`config.mk`:
```
export PLATFORM = sky130hd
export DESIGN_NAME = pdlr_port
export DESIGN_NICKNAME = d
export VERILOG_FILES = /design/src/logic/pdlr_pkg.sv /design/src/logic/pdlr_port.sv /design/src/logic/pdlr_pin_sense.sv
export SDC_FILE = /design/constraint.sdc
export NUM_CORES = 1
export LEC_CHECK = 0
export ABC_AREA = 0
export BUFFER_PORTS_ARGS = -buffer_cell sky130_fd_sc_hd__buf_4
export CAP_MARGIN = 30
export CORE_UTILIZATION = 47
export DETAILED_ROUTE_END_ITERATION = 8
export PLACE_DENSITY_LB_ADDON = 0.3
export SLEW_MARGIN = 10
export SYNTH_ARGS = -nofsm -noshare
export SYNTH_HDL_FRONTEND = slang
export SYNTH_SLANG_ARGS = --single-unit
```
`constraint.sdc`:
```
create_clock -name i_core_clk -period 2.5 [get_ports i_core_clk]
set_input_delay 0.125 -clock i_core_clk [delete_from_list [all_inputs] [get_ports i_core_clk]]
set_output_delay 0.125 -clock i_core_clk [all_outputs]
set_load 0.02 [all_outputs]
```
`src/logic/pdlr_pkg.sv`:
```
// package: register map, field layout and bus encodings for the port drive register block
package pdlr_pkg;

  // port geometry
  localparam int unsigned PINS = 8;
  localparam int unsigned SENSE_W = 3;
  localparam int unsigned SENSE_TOTAL_W = PINS * SENSE_W;

  // register indices; the byte address of a register is four times its index
  localparam logic [5:0] IDX_DRIVE_ENABLE = 6'h00;
  localparam logic [5:0] IDX_DRIVE_ENABLE_SET = 6'h01;
  localparam logic [5:0] IDX_DRIVE_ENABLE_CLEAR = 6'h02;
  localparam logic [5:0] IDX_DRIVE_ENABLE_FLIP = 6'h03;
  localparam logic [5:0] IDX_DRIVE_LEVEL = 6'h04;
  localparam logic [5:0] IDX_DRIVE_LEVEL_SET = 6'h05;
  localparam logic [5:0] IDX_DRIVE_LEVEL_CLEAR = 6'h06;
  localparam logic [5:0] IDX_PIN_LEVEL = 6'h08;
  localparam logic [5:0] IDX_SENSE_CONFIG = 6'h10;

  // byte address bits that carry the index
  localparam int unsigned IDX_LSB = 2;
  localparam int unsigned IDX_MSB = 7;

  // reset values
  localparam logic [PINS-1:0] DRIVE_ENABLE_RESET = 8'h00;
  localparam logic [PINS-1:0] DRIVE_LEVEL_RESET = 8'h00;
  localparam logic [SENSE_TOTAL_W-1:0] SENSE_CONFIG_RESET = 24'h00_0000;
  localparam logic [PINS-1:0] PIN_LEVEL_RESET = 8'h00;
  localparam logic [31:0] RDATA_RESET = 32'h0000_0000;

  // sense configuration code that switches the digital input buffer off
  localparam logic [SENSE_W-1:0] SENSE_INPUT_DISABLE = 3'h4;

  // bus encodings
  localparam logic [1:0] HTRANS_NONSEQ = 2'h2;
  localparam logic [1:0] HTRANS_SEQ = 2'h3;
  localparam logic [2:0] HSIZE_WORD = 3'h2;
  localparam logic HRESP_OKAY = 1'b0;

  // how a write acts on an 8-bit mask
  typedef enum logic [2:0] {
    PDLR_OP_KEEP = 3'b000,
    PDLR_OP_LOAD = 3'b001,
    PDLR_OP_SET = 3'b010,
    PDLR_OP_CLEAR = 3'b011,
    PDLR_OP_FLIP = 3'b100
  } pdlr_op_t;

  // bus data phase
  typedef enum logic {
    PDLR_PH_IDLE = 1'b0,
    PDLR_PH_WRITE = 1'b1
  } pdlr_phase_t;

endpackage

```
`src/logic/pdlr_port.sv`:
```
// top: ahb-lite register slave for one 8-bit port's drive enable and drive level
// Contract
// enable bit 1 drives pin, 0 input-only
// input buffer follows sense field, not enable
// enable-set write sets bits written one
// enable-clear write clears bits written one
// enable-flip write inverts bits written one
// enable companions read back current enable mask
// level bit gives driven value high/low
// level drives pin only while enabled
// level-set write sets bits written one
// level-clear write clears bits written one
// level companions read back current level
// writes land at data-phase end; reset zero
module pdlr_port (
  input wire logic i_core_clk,
  input wire logic i_sys_rst,
  input wire logic i_hsel,
  input wire logic [31:0] i_haddr,
  input wire logic [1:0] i_htrans,
  input wire logic i_hwrite,
  input wire logic [2:0] i_hsize,
  input wire logic [31:0] i_hwdata,
  input wire logic i_hready,
  output logic [31:0] o_hrdata,
  output logic o_hreadyout,
  output logic o_hresp,
  input wire logic [pdlr_pkg::PINS-1:0] i_pin_in,
  output logic [pdlr_pkg::PINS-1:0] o_pin_out,
  output logic [pdlr_pkg::PINS-1:0] o_pin_oe,
  output logic [pdlr_pkg::PINS-1:0] o_pin_in_en
);

  typedef struct packed {
    pdlr_pkg::pdlr_phase_t phase;
    logic [5:0] wr_idx;
    logic [pdlr_pkg::PINS-1:0] drive_enable;
    logic [pdlr_pkg::PINS-1:0] drive_level;
    logic [pdlr_pkg::SENSE_TOTAL_W-1:0] sense_config;
    logic [31:0] rdata;
  } pdlr_state_t;

  localparam pdlr_state_t STATE_RESET = '{
    phase: pdlr_pkg::PDLR_PH_IDLE,
    wr_idx: pdlr_pkg::IDX_DRIVE_ENABLE,
    drive_enable: pdlr_pkg::DRIVE_ENABLE_RESET,
    drive_level: pdlr_pkg::DRIVE_LEVEL_RESET,
    sense_config: pdlr_pkg::SENSE_CONFIG_RESET,
    rdata: pdlr_pkg::RDATA_RESET
  };

  pdlr_state_t s_q;
  pdlr_state_t s_d;
  logic [pdlr_pkg::PINS-1:0] pin_level;
  logic [pdlr_pkg::PINS-1:0] buf_en;
  logic addr_phase;
  logic [5:0] addr_idx;
  logic [pdlr_pkg::PINS-1:0] wr_byte;
  pdlr_pkg::pdlr_op_t enable_op;
  pdlr_pkg::pdlr_op_t level_op;
  logic sense_wr;

  ////////////////////////////////////////////////////////////////////////////////
  // helpers

  // register index carried by a byte address; the low two bits are ignored
  function automatic logic [5:0] reg_index(input logic [31:0] addr);
    reg_index = addr[pdlr_pkg::IDX_MSB:pdlr_pkg::IDX_LSB];
  endfunction

  // one mask update rule shared by the enable and the level mask
  function automatic logic [pdlr_pkg::PINS-1:0] mask_update(
    input logic [pdlr_pkg::PINS-1:0] cur,
    input logic [pdlr_pkg::PINS-1:0] data,
    input pdlr_pkg::pdlr_op_t op
  );
    logic [pdlr_pkg::PINS-1:0] res;
    res = cur;
    case (op)
      pdlr_pkg::PDLR_OP_LOAD: begin
        res = data;
      end
      pdlr_pkg::PDLR_OP_SET: begin
        res = cur | data;
      end
      pdlr_pkg::PDLR_OP_CLEAR: begin
        res = cur & ~data;
      end
      pdlr_pkg::PDLR_OP_FLIP: begin
        res = cur ^ data;
      end
      default: begin
        res = cur;
      end
    endcase
    mask_update = res;
  endfunction

  ////////////////////////////////////////////////////////////////////////////////
  // input path

  pdlr_pin_sense u_pin_sense (
    .i_core_clk(i_core_clk),
    .i_sys_rst(i_sys_rst),
    .i_pin_level(i_pin_in),
    .i_sense_config(s_q.sense_config),
    .o_buf_en(buf_en),
    .o_level(pin_level)
  );

  ////////////////////////////////////////////////////////////////////////////////
  // address phase qualification

  // only whole-word transfers are taken; anything else is an idle cycle
  always_comb begin
    addr_phase = i_hsel
                 && i_hready
                 && ((i_htrans == pdlr_pkg::HTRANS_NONSEQ) || (i_htrans == pdlr_pkg::HTRANS_SEQ))
                 && (i_hsize == pdlr_pkg::HSIZE_WORD);
    addr_idx = reg_index(i_haddr);
  end

  ////////////////////////////////////////////////////////////////////////////////
  // write decode for the pending data phase

  always_comb begin
    wr_byte = i_hwdata[pdlr_pkg::PINS-1:0];
    enable_op = pdlr_pkg::PDLR_OP_KEEP;
    level_op = pdlr_pkg::PDLR_OP_KEEP;
    sense_wr = 1'b0;
    if (s_q.phase == pdlr_pkg::PDLR_PH_WRITE) begin
      if (s_q.wr_idx == pdlr_pkg::IDX_DRIVE_ENABLE) begin
        enable_op = pdlr_pkg::PDLR_OP_LOAD;
      end else if (s_q.wr_idx == pdlr_pkg::IDX_DRIVE_ENABLE_SET) begin
        enable_op = pdlr_pkg::PDLR_OP_SET;
      end else if (s_q.wr_idx == pdlr_pkg::IDX_DRIVE_ENABLE_CLEAR) begin
        enable_op = pdlr_pkg::PDLR_OP_CLEAR;
      end else if (s_q.wr_idx == pdlr_pkg::IDX_DRIVE_ENABLE_FLIP) begin
        enable_op = pdlr_pkg::PDLR_OP_FLIP;
      end else if (s_q.wr_idx == pdlr_pkg::IDX_DRIVE_LEVEL) begin
        level_op = pdlr_pkg::PDLR_OP_LOAD;
      end else if (s_q.wr_idx == pdlr_pkg::IDX_DRIVE_LEVEL_SET) begin
        level_op = pdlr_pkg::PDLR_OP_SET;
      end else if (s_q.wr_idx == pdlr_pkg::IDX_DRIVE_LEVEL_CLEAR) begin
        level_op = pdlr_pkg::PDLR_OP_CLEAR;
      end else if (s_q.wr_idx == pdlr_pkg::IDX_SENSE_CONFIG) begin
        sense_wr = 1'b1;
      end
      // pin level index is read-only and unmapped indices drop the write
    end
  end

  ////////////////////////////////////////////////////////////////////////////////
  // next state

  always_comb begin
    s_d = s_q;

    // data phase of a write completes this edge because the slave never stalls
    s_d.drive_enable = mask_update(s_q.drive_enable, wr_byte, enable_op);
    s_d.drive_level = mask_update(s_q.drive_level, wr_byte, level_op);
    if (sense_wr) begin
      s_d.sense_config = i_hwdata[pdlr_pkg::SENSE_TOTAL_W-1:0];
    end

    s_d.phase = pdlr_pkg::PDLR_PH_IDLE;
    if (addr_phase) begin
      if (i_hwrite) begin
        s_d.phase = pdlr_pkg::PDLR_PH_WRITE;
        s_d.wr_idx = addr_idx;
      end else begin
        // read from the post-write view so a read right after a write sees it
        s_d.rdata = '0;
        if (addr_idx == pdlr_pkg::IDX_DRIVE_ENABLE) begin
          s_d.rdata[pdlr_pkg::PINS-1:0] = s_d.drive_enable;
        end else if (addr_idx == pdlr_pkg::IDX_DRIVE_ENABLE_SET) begin
          s_d.rdata[pdlr_pkg::PINS-1:0] = s_d.drive_enable;
        end else if (addr_idx == pdlr_pkg::IDX_DRIVE_ENABLE_CLEAR) begin
          s_d.rdata[pdlr_pkg::PINS-1:0] = s_d.drive_enable;
        end else if (addr_idx == pdlr_pkg::IDX_DRIVE_ENABLE_FLIP) begin
          s_d.rdata[pdlr_pkg::PINS-1:0] = s_d.drive_enable;
        end else if (addr_idx == pdlr_pkg::IDX_DRIVE_LEVEL) begin
          s_d.rdata[pdlr_pkg::PINS-1:0] = s_d.drive_level;
        end else if (addr_idx == pdlr_pkg::IDX_DRIVE_LEVEL_SET) begin
          s_d.rdata[pdlr_pkg::PINS-1:0] = s_d.drive_level;
        end else if (addr_idx == pdlr_pkg::IDX_DRIVE_LEVEL_CLEAR) begin
          s_d.rdata[pdlr_pkg::PINS-1:0] = s_d.drive_level;
        end else if (addr_idx == pdlr_pkg::IDX_PIN_LEVEL) begin
          s_d.rdata[pdlr_pkg::PINS-1:0] = pin_level;
        end else if (addr_idx == pdlr_pkg::IDX_SENSE_CONFIG) begin
          s_d.rdata[pdlr_pkg::SENSE_TOTAL_W-1:0] = s_d.sense_config;
        end
      end
    end
  end

  always_ff @(posedge i_core_clk or posedge i_sys_rst) begin
    if (i_sys_rst) begin
      s_q <= STATE_RESET;
    end else begin
      s_q <= s_d;
    end
  end

  ////////////////////////////////////////////////////////////////////////////////
  // outputs

  // zero wait states: every data phase finishes in one cycle, always okay
  assign o_hreadyout = 1'b1;
  assign o_hresp = pdlr_pkg::HRESP_OKAY;
  assign o_hrdata = s_q.rdata;

  // the level is always presented; the pad only drives it while oe is high
  assign o_pin_oe = s_q.drive_enable;
  assign o_pin_out = s_q.drive_level;
  assign o_pin_in_en = buf_en;

endmodule

```
`src/logic/pdlr_pin_sense.sv`:
```
// pin input path: two-stage synchroniser and sense-configured input buffer gating
module pdlr_pin_sense (
  input wire logic i_core_clk,
  input wire logic i_sys_rst,
  input wire logic [pdlr_pkg::PINS-1:0] i_pin_level,
  input wire logic [pdlr_pkg::SENSE_TOTAL_W-1:0] i_sense_config,
  output logic [pdlr_pkg::PINS-1:0] o_buf_en,
  output logic [pdlr_pkg::PINS-1:0] o_level
);

  typedef struct packed {
    logic [pdlr_pkg::PINS-1:0] sync1;
    logic [pdlr_pkg::PINS-1:0] sync2;
    logic [pdlr_pkg::PINS-1:0] level;
  } pdlr_sense_state_t;

  pdlr_sense_state_t s_q;
  pdlr_sense_state_t s_d;
  logic [pdlr_pkg::PINS-1:0] buf_en;

  ////////////////////////////////////////////////////////////////////////////////
  // buffer enable depends on the sense field alone, never on the drive mask
  always_comb begin
    for (int n = 0; n < pdlr_pkg::PINS; n++) begin
      buf_en[n] = (i_sense_config[n*pdlr_pkg::SENSE_W +: pdlr_pkg::SENSE_W]
                   != pdlr_pkg::SENSE_INPUT_DISABLE);
    end
  end

  ////////////////////////////////////////////////////////////////////////////////
  always_comb begin
    s_d = s_q;
    s_d.sync1 = i_pin_level;
    s_d.sync2 = s_q.sync1;
    // a disabled buffer freezes the sampled value instead of forcing zero
    for (int n = 0; n < pdlr_pkg::PINS; n++) begin
      if (buf_en[n]) begin
        s_d.level[n] = s_q.sync2[n];
      end
    end
  end

  always_ff @(posedge i_core_clk or posedge i_sys_rst) begin
    if (i_sys_rst) begin
      s_q <= '0;
    end else begin
      s_q <= s_d;
    end
  end

  assign o_buf_en = buf_en;
  assign o_level = s_q.level;

endmodule

```
==> out/metrics.cfg, run 1 <==
[clock_tree]
cts_resized = 0
clock-root-buffer = clkbuf_8
cts_hold_buf = 26
post_cts_buffers = 0
cts.sinks = 95
clk_path_buf_depth = 2
clk_latency_ns = 0.36
cts_inserted_buffers = 9
cts.reportedPaths.clkPinSlew_ns = 0.09
tritoncts = yes
htree_num_levels = 3

[die]
die_x_um = 103.3
core_sq_mm = 0.009864
start_util_pct = 48.87
row_count = 36
ioPinCount = 140
die_y_um = 103.3
dieArea_sq_mm = 0.01067

[timing]
layout_worst_path_cycle_share_pct = 78.17
rsz0062_at_grt = false
relSlewSlack_pct = 57.30
fmax_ghz = 0.5117
setup_viol = 0
tightest_slew_ns = 0.6358
finalHoldViolations = 0
fin_crit_ns = 1.954
fin_skew_ns = 0.008480
maxSlewViolCount = 0
setup_tns_ns = 0

[critical_path]
r2r_slack_ns = 0.55
critPathArrivalTime_ns = 2.23
worst-path-max-fanout = 8
critical_path_class = reg -> reg
path_cells = nor4bb_1 -> nor3b_4 -> nand2_1 -> a31o_1 -> o31ai_2
crit_buf_inv = 0
reg2regPathDepth = 5
critPathMaxStageDelay_ns = 0.49
regToRegEndpoint = o_hrdata[0]$_DFFE_PP0P_
end_kind = register
cpMaxStageDelayCell = nor3b_4
critPathTopFamily = simple AND/OR/NAND/NOR gates
cp-start-kind = register
reg2reg_from = s_q[76]$_DFFE_PP0P_
crit_required_ns = 2.78

[route]
drc_errors = 0
wl_per_cell_um = 16.58
vias = 3267
via_per_inst = 5.312
drt_iter0_markers = 144
drt-pass1-iter-count = 4
finalWirelength_mm = 10.20
postRouteAntennaNets = 0

[synth]
ys_warn_count = 0
postSynthAreaPerCell_sq_um = 12.36
syn_inst = 390
yosysUniqueCellTypes = 48
synth_area_sq_mm = 0.004821
ys.flop_type = dfrtp_1
ys_async_sr_fraction_pct = 100.0
synth-seq-area-share_pct = 49.31
yosys_register_bits = 95
synth_edf_count = 0

[worst_hold_path]
hold_path_end = s_q[73]$_DFFE_PP0P_
hp-start = i_haddr[3]
worstHoldPathCells = 2
hold_path_class = in -> reg

[placed_design]
port_buffers = 94
place_congestion = 0.8329
dpl_cell_area_sq_mm = 0.005376
dpl.hpwl_mm = 7.014

[status]
status = finished clean

[cells_and_area]
areaGrowthSynthToFinish_pct = 21.00
finish.net_count = 575
final_area_sq_mm = 0.005833
drive_above_1_share_pct = 39.21
fillers = 835
antenna_cells = 0
layout_commonest_cell = buf_4
mostFrequentLayoutCells = buf_4, dfrtp_1, nand2_1

[grt]
grt_pass1_vias = 3216
antenna_found_initial = 0
grt_first_pass_wirelength_mm = 15.98
grt_use_total_pct = 19.93
grt_max_degree = 96
gr-max-usage-layer = met2
grt_use_met3_pct = 4.906
use_met1_pct = 25.92
grt.overflow.total = 0
grt_util_met2_pct = 33.38

[run]
maxCapViolCount = 0

[power]
power-per-cell-area_mw_per_mm2 = 576.7
ir_drop_uv = 347.6
leakage_nw = 2.788

==> stage by stage <==
| stage | util (%) | power (mW) | hold slack (ns) | instances | setup WS, ns |
|---|---|---|---|---|---|
| finish | 59.13 | 3.364 | 0.01690 | 615 | 0.5456 |
| global route | 59.13 | 3.521 | 0.01673 | 615 | 0.3961 |
| CTS | 59.13 | 3.395 | 0.003868 | 615 | 0.5428 |
| detailed placement | 54.50 | 2.346 | 0.2358 | 573 | 0.5690 |
| global placement | 54.50 | 2.323 | 0.2350 | 573 | 0.5852 |
| floorplan | - | 2.176 | 0.1564 | 398 | 0.7425 |
==> where the power goes <==
part | total (mW) | internal [mW] | switching, mW
logic | 0.621 | 0.308 | 0.314
registers | 1.72 | 1.64 | 0.0847
clock network | 1.02 | 0.468 | 0.550
total | 3.36 | 2.42 | 0.948
==> worst reg2reg max path, stage by stage (launching register included) <==
cell      delay (ns)
dfrtp_1         0.46
nor4bb_1        0.39
nor3b_4         0.49
nand2_1         0.13
a31o_1          0.23
o31ai_2         0.17
==> final cells by class <==
cell class,count,area (sq um),share of cell area [%]
clock buffers,10,127.6,2.188
clock inverters,6,68.82,1.180
inverters,24,93.84,1.609
multi-input cells,214,1923,32.97
flip-flops and latches,95,2377,40.76
well taps,133,166.4,2.853
repair buffers,133,1076,18.45
==> logic make-up after synthesis <==
logic type | after synthesis | share of synthesized area, %
flip-flops | 95 | 49.31
other | 2 | 0.1558
multiplexers | 51 | 14.46
AO/OA/AOI/OAI | 53 | 10.02
AND/OR/NAND/NOR | 84 | 10.49
buffers and inverters | 89 | 11.42
adder cells (fa/ha/maj) | 16 | 4.153
==> registers in the layout, indices dropped and copies added, names as in the netlist <==
register             count
u_pin_sense.s_q          8
u_pin_sense.s_d          8
o_hrdata                24
s_q                     31
o_pin_out                8
o_pin_oe                 8
u_pin_sense.o_level      8
==> routing by layer <==
| metal | up-vias | part of all wire [%] |
|---|---|---|
| li1 | 1491 | - |
| met4 | 0 | 0.54 |
| met2 | 102 | 51 |
| met5 | - | 0 |
| met3 | 6 | 5.5 |
| met1 | 1668 | 43 |
==> synthesized netlist by cell type (6+ instances only) <==
cell type,count,area share (%)
dfrtp_1,95,49
buf_4,52,8.1
nand2_1,32,2.5
mux2_2,29,6.8
inv_1,24,1.9
a32o_1,16,3.3
ha_1,16,4.2
mux2_4,16,5.0
nand2b_1,13,1.7
nor2_1,12,0.93
nand3_1,8,0.83
a22o_1,6,1.1
clkbuf_1,6,0.47
==> worst max path at each step <==
stage,startpoint,end,slack [ns],cells after the start
floorplan,s_q[72]$_DFFE_PP0P_,o_hrdata[14]$_DFFE_PP0P_,0.74,5
global placement,s_q[72]$_DFFE_PP0P_,o_hrdata[7]$_DFFE_PP0P_,0.59,6
detailed placement,s_q[73]$_DFFE_PP0P_,o_hrdata[7]$_DFFE_PP0P_,0.57,6
CTS,s_q[76]$_DFFE_PP0P_,o_hrdata[0]$_DFFE_PP0P_,0.54,5
global route,s_q[76]$_DFFE_PP0P_,o_hrdata[0]$_DFFE_PP0P_,0.40,5
finish,s_q[76]$_DFFE_PP0P_,o_hrdata[0]$_DFFE_PP0P_,0.55,5
Note: power is estimated with default switching activity, not from simulation.
==> run 2, diff against run 1 <==
clock period = 1.75 ns   (was 2.5 ns; I/O delays follow)
==> run 2 against run 1 <==
Effect of this change: the run now ends with negative setup slack left; cell area is 6.7% higher; clock-buffer cell count decreased by 1; via count is 1.6% higher; worst setup slack got worse by 0.60 ns; sequential cell count stayed put; fmax up 8.4%; sequential share of layout area down 2.6 points; wire length rose by 7.6%; non-clock buffer count up 23; first-iteration DRC count fell by 17%; clock skew hardly changed; cell count up 3.6%; largest cell class unchanged.
==> out/metrics.cfg, run 2 (same netlist as run 1, synthesis figures left out) <==
[route]
postRouteAntennaNets = 0  ; unchanged
finalWirelength_mm = 10.97  ; +7.6%
via_per_inst = 5.212  ; -1.9%
drc_errors = 0  ; unchanged
drt_iter0_markers = 120  ; -17%
vias = 3320  ; +1.6%
drt-pass1-iter-count = 4  ; unchanged
wl_per_cell_um = 17.23  ; +3.9%

[grt]
grt_max_degree = 96  ; unchanged
grt.overflow.total = 0  ; unchanged
antenna_found_initial = 0  ; unchanged
grt_first_pass_wirelength_mm = 16.91  ; +5.8%
grt_use_total_pct = 21.62  ; +1.7 points
grt_pass1_vias = 3386  ; +5.3%

[timing]
fin_skew_ns = 0.008605  ; +0.0001254 ns
setup_tns_ns = -0.4048  ; -0.4048 ns
rsz0062_at_grt = true
maxSlewViolCount = 0  ; unchanged
finalHoldViolations = 0  ; unchanged
setup_viol = 19  ; +19
layout_worst_path_cycle_share_pct = 103.0  ; +25 points
finalWorstSetupSlack_ns = -0.05241  ; -0.5981 ns
relSlewSlack_pct = 64.35  ; +7.1 points
fin_crit_ns = 1.802  ; -0.1519 ns
fmax_ghz = 0.5548  ; +8.4%
tightest_slew_ns = 0.5335  ; -0.1023 ns
whs_ns = 0.01081  ; -0.006093 ns

[cells_and_area]
layout_commonest_cell = buf_4
areaGrowthSynthToFinish_pct = 29.09
finish.net_count = 598  ; +4.0%
largest_register_ffs = 31  ; unchanged
drive_above_1_share_pct = 43.85  ; +4.6 points
antenna_cells = 0  ; unchanged
top_register = s_q
final_util_pct = 63.09  ; +4.0 points
instances_no_fill = 637  ; +3.6%
fillers = 764  ; -8.5%
mostFrequentLayoutCells = buf_4, dfrtp_1, nand2_1

[clock_tree]
cts.sinks = 95  ; unchanged
tritoncts = yes
cts_inserted_buffers = 9  ; unchanged
htree_num_levels = 3  ; unchanged
clk_latency_ns = 0.36  ; about the same
clock-root-buffer = clkbuf_8
cts.reportedPaths.clkPinSlew_ns = 0.09  ; about the same
clk_path_buf_depth = 2  ; unchanged

[critical_path]
crit_required_ns = 2.00  ; -0.78 ns
end_kind = register
regToRegEndpoint = o_hrdata[14]$_DFFE_PP0P_
critPathLaunch = s_q[73]$_DFFE_PP0P_
critPathCapture = o_hrdata[14]$_DFFE_PP0P_
worst-path-max-fanout = 13  ; +5
critical_path_class = reg -> reg
reg2reg_from = s_q[73]$_DFFE_PP0P_
reg2regPathDepth = 5  ; unchanged
cp-start-kind = register
r2r_slack_ns = -0.05  ; -0.60 ns
critPathArrivalTime_ns = 2.05  ; -0.18 ns

[placed_design]
place_congestion = 0.8104  ; -2.7%
port_buffers = 94  ; unchanged
dpl.cell_count = 591  ; +3.1%
dpl.hpwl_mm = 7.457  ; +6.3%

[die]
row_count = 36  ; unchanged
ioPinCount = 140  ; unchanged
die_y_um = 103.3  ; unchanged
die_x_um = 103.3  ; unchanged
dieArea_sq_mm = 0.01067  ; unchanged
start_util_pct = 48.87  ; unchanged
core_sq_mm = 0.009864  ; unchanged

[power]
total_power_mw = 5.107  ; +52%
power-per-cell-area_mw_per_mm2 = 820.7  ; +42%
leakage_nw = 2.950  ; +5.8%
ir_drop_uv = 520.3  ; +50%

[run]
maxCapViolCount = 0  ; unchanged

[status]
violations = negative setup slack
status = finished with violations

[worst_hold_path]
hold_path_class = in -> reg

## run 2: worst max-delay path: stages, from the launching register on
cell and delay (ns):
dfrtp_1 0.42, nor4b_4 0.35, nand3_4 0.15, buf_12 0.19, mux2_4 0.31, a32o_1 0.27
## run 2: layer usage
metal	global-route usage [%]	routed length, um	up-vias	share of wire (%)
li1	-	-	1545	-
met1	26.54	4819	1668	44
met2	36.72	5528	88	50
met3	5.645	442	19	4.0
met4	8.234	184	0	1.7
met5	0	0	-	0
## run 2: worst min path at each step
| stage | end | startpoint | cells after the start | slack [ns] |
|---|---|---|---|---|
| 4_1_cts | o_pin_out[2]$_DFF_PP0_ | i_hwdata[2] | 2 | 0.002 |
| 3_5_place_dp | u_pin_sense.s_d[10]$_DFF_PP0_ | i_pin_in[2] | 1 | 0.20 |
| 6_report | o_pin_out[2]$_DFF_PP0_ | i_hwdata[2] | 2 | 0.01 |
| 2_1_floorplan | u_pin_sense.s_d[10]$_DFF_PP0_ | i_pin_in[2] | 0 | 0.12 |
| 5_1_grt | o_pin_out[3]$_DFF_PP0_ | i_hwdata[3] | 2 | 0.002 |
| 3_3_place_gp | u_pin_sense.s_d[14]$_DFF_PP0_ | i_pin_in[6] | 1 | 0.20 |
## run 2: timing repair
item / 4_1_cts / 5_1_grt
setup endpoints to repair: 23 / 24
buffers inserted: 1 / 1
hold endpoints to repair: 123 / 0
resized for setup: 22 / 7
hold buffers: 29 / 0
pin swaps: 2 / 2
gates cloned: 0 / 0
## run 2: layout make-up
| cell class | count | area (sq um) | share of cell area [%] |
|---|---|---|---|
| Tap cell | 133 | 166.4 | 2.674 |
| Clock inverter | 6 | 92.59 | 1.488 |
| Inverter | 24 | 93.84 | 1.508 |
| Multi-Input combinational cell | 214 | 2057 | 33.05 |
| Timing Repair Buffer | 156 | 1313 | 21.09 |
| Clock buffer | 9 | 123.9 | 1.990 |
| Sequential cell | 95 | 2377 | 38.20 |
## run 2: stage by stage
stage	instance area, sq um	setup WS (ns)
finish	6223	-0.05241
CTS	6178	-0.04972
global route	6223	-0.1107
detailed placement	5537	-0.1019
global placement	5537	-0.04074
floorplan	4855	0.003622
## run 2: report_power, final
part           internal, mW  total, mW  switching [mW]
Clock                 0.807       1.59           0.783
Combinational         0.545       1.05           0.504
Sequential             2.34       2.47           0.127
Total                  3.69       5.11            1.41
==> run 3, diff against run 2 <==
CELL_PAD_IN_SITES_DETAIL_PLACEMENT = 0   (was default)
CELL_PAD_IN_SITES_GLOBAL_PLACEMENT = 1   (was default)
CORE_UTILIZATION = 37   (was 47)
==> run 3 against run 2 <==
Effect of this change: the run still ends with negative setup slack left; clock skew is 0.00079 ns lower; cell area increased by 1.3%; clock power grew 24%; global-route usage fell by 4.8 points; sequential power hardly changed; non-clock buffer count is 4 higher; total power rose by 7.3%; die area grew 26%; utilization fell by 13 points; clock-buffer cell count rose by 2; critical path depth stayed put; wire length is 1.7% lower.
==> out/metrics.cfg, run 3 (same netlist as run 1, synthesis figures left out) <==
[worst_hold_path]
hold_path_class = in -> reg

[critical_path]
cp-start-kind = register
r2r_slack_ns = -0.05  ; about the same
reg2reg_from = s_q[72]$_DFFE_PP0P_
end_kind = register
critPathTopFamily = simple AND/OR/NAND/NOR gates
critPathArrivalTime_ns = 2.03  ; -0.02 ns
critPathMaxStageDelay_ns = 0.41  ; about the same
critPathCapture = o_hrdata[10]$_DFFE_PP0P_
critPathLaunch = s_q[72]$_DFFE_PP0P_
crit_required_ns = 1.97  ; -0.03 ns
crit_buf_inv = 1  ; unchanged
regToRegEndpoint = o_hrdata[10]$_DFFE_PP0P_
reg2regPathDepth = 5  ; unchanged
worst-path-max-fanout = 15  ; +2
path_depth = 5  ; unchanged
path_cells = nor4b_4 -> nand3_4 -> buf_12 -> mux2_4 -> a32o_1
critical_path_class = reg -> reg
cpMaxStageDelayCell = dfrtp_1

[grt]
grt_first_pass_wirelength_mm = 16.97  ; +0.33%
antenna_found_initial = 0  ; unchanged
grt_pass1_vias = 3302  ; -2.5%
grt_max_degree = 96  ; unchanged
grt_use_total_pct = 16.81  ; -4.8 points
grt.overflow.total = 0  ; unchanged

[die]
start_util_pct = 38.05  ; -11 points
die_x_um = 116.1  ; +12%
core_sq_mm = 0.01267  ; +28%
row_count = 41  ; +14%
die_y_um = 116.1  ; +12%
dieArea_sq_mm = 0.01349  ; +26%
ioPinCount = 140  ; unchanged

[status]
violations = negative setup slack
status = finished with violations

[timing]
fmax_ghz = 0.5548  ; about the same
rsz0062_at_grt = true
setup_tns_ns = -0.5981  ; -0.1932 ns
finalWorstSetupSlack_ns = -0.05251  ; -0.0001037 ns
maxSlewViolCount = 0  ; unchanged
setup_viol = 17  ; -2
fin_crit_ns = 1.803  ; +0.0001037 ns
fin_skew_ns = 0.007817  ; -0.0007880 ns
relSlewSlack_pct = 66.01  ; +1.7 points
finalHoldViolations = 0  ; unchanged
layout_worst_path_cycle_share_pct = 103.0  ; about the same
tightest_slew_ns = 0.5099  ; -0.02360 ns
whs_ns = 0.02143  ; +0.01062 ns

[clock_tree]
clk_latency_ns = 0.34  ; -0.02 ns
cts.sinks = 95  ; unchanged
clock-root-buffer = clkbuf_16
clk_path_buf_depth = 2  ; unchanged
cts.reportedPaths.clkPinSlew_ns = 0.06  ; -0.03 ns
htree_num_levels = 3  ; unchanged
cts_inserted_buffers = 9  ; unchanged
tritoncts = yes

[cells_and_area]
antenna_cells = 0  ; unchanged
finish.net_count = 602  ; +0.67%
mostFrequentLayoutCells = buf_4, dfrtp_1, nand2_1
top_register = s_q
layout_commonest_cell = buf_4
largest_register_ffs = 31  ; unchanged
instances_no_fill = 679  ; +6.6%
fillers = 1150  ; +51%
drive_above_1_share_pct = 44.77  ; +0.92 points
areaGrowthSynthToFinish_pct = 30.73

[power]
total_power_mw = 5.480  ; +7.3%
ir_drop_uv = 522.0  ; +0.32%
leakage_nw = 3.000  ; +1.7%
power-per-cell-area_mw_per_mm2 = 869.5  ; +5.9%

[placed_design]
dpl.hpwl_mm = 7.669  ; +2.8%
port_buffers = 94  ; unchanged
place_congestion = 0.7987  ; -1.4%
place_ws_ns = -0.1067  ; -0.004792 ns
dpl.cell_count = 631  ; +6.8%

[route]
postRouteAntennaNets = 0  ; unchanged
vias = 3263  ; -1.7%
drc_errors = 0  ; unchanged
finalWirelength_mm = 10.79  ; -1.7%
wl_per_cell_um = 15.89  ; -7.8%
drt_iter0_markers = 130  ; +8.3%
drt-pass1-iter-count = 4  ; unchanged
via_per_inst = 4.806  ; -7.8%

[run]
maxCapViolCount = 0  ; unchanged

[run 3: changes by cell type in the layout (fill, tap and decap cells not counted), sizes merged]
cell	change
clkinv	+2
clkinvlp	-2
clkbuf	+2
dlygate4sd3	-3
inv	-2
buf	+7
bufinv	-1
[run 3: where the power goes]
| group | switching [mW] | internal [mW] | total, mW |
|---|---|---|---|
| combinational | 0.494 | 0.552 | 1.05 |
| sequential | 0.118 | 2.35 | 2.46 |
| clock | 0.801 | 1.17 | 1.97 |
[run 3: area by class of cell]
| cell class | count | area, sq um | share of cell area (%) |
|---|---|---|---|
| Tap cell | 172 | 215.2 | 3.415 |
| Sequential cell | 95 | 2377 | 37.72 |
| Clock buffer | 11 | 252.7 | 4.010 |
| Inverter | 24 | 93.84 | 1.489 |
| Timing Repair Buffer | 160 | 1315 | 20.87 |
| Clock inverter | 3 | 43.79 | 0.6949 |
| Multi-Input combinational cell | 214 | 2004 | 31.80 |
[run 3: metal layers]
layer  up-vias  track usage (%)  part of all wire, %
met5         -                0                    0
met4         0            3.419                 0.79
met3         6            4.359                  4.9
met2        76            28.21                   50
met1      1635            21.98                   44
li1       1546                -                    -
[run 3: worst min-delay path by stage]
stage	start	endpoint	slack, ns	depth (start not counted)
floorplan	i_pin_in[2]	u_pin_sense.s_d[10]$_DFF_PP0_	0.12	0
global placement	i_pin_in[4]	u_pin_sense.s_d[12]$_DFF_PP0_	0.20	1
detailed placement	i_pin_in[4]	u_pin_sense.s_d[12]$_DFF_PP0_	0.20	1
CTS	i_haddr[4]	s_q[74]$_DFFE_PP0P_	0.009	2
global route	i_haddr[4]	s_q[74]$_DFFE_PP0P_	0.01	2
finish	i_hwdata[0]	o_pin_out[0]$_DFF_PP0_	0.02	3
[run 3: metrics by stage]
| step | area, sq um | utilization [%] |
|---|---|---|
| floorplan | 4855 | - |
| global placement | 5593 | 44.14 |
| detailed placement | 5593 | 44.14 |
| CTS | 6257 | 49.38 |
| global route | 6302 | 49.74 |
| finish | 6302 | 49.74 |
[run 3: worst min-delay path: stages]
cell and delay, ns:
buf_4 0.10, nand2_1 0.06, nand2_1 0.06
[run 3: repair_timing]
item / CTS / global route
setup buffers: 5 / 3
cloned: 0 / 0
hold endpoints to repair: 120 / 0
pin swaps: 6 / 3
endpoints found under the setup margin: 24 / 27
hold buffers: 26 / 0
resized for setup: 17 / 5
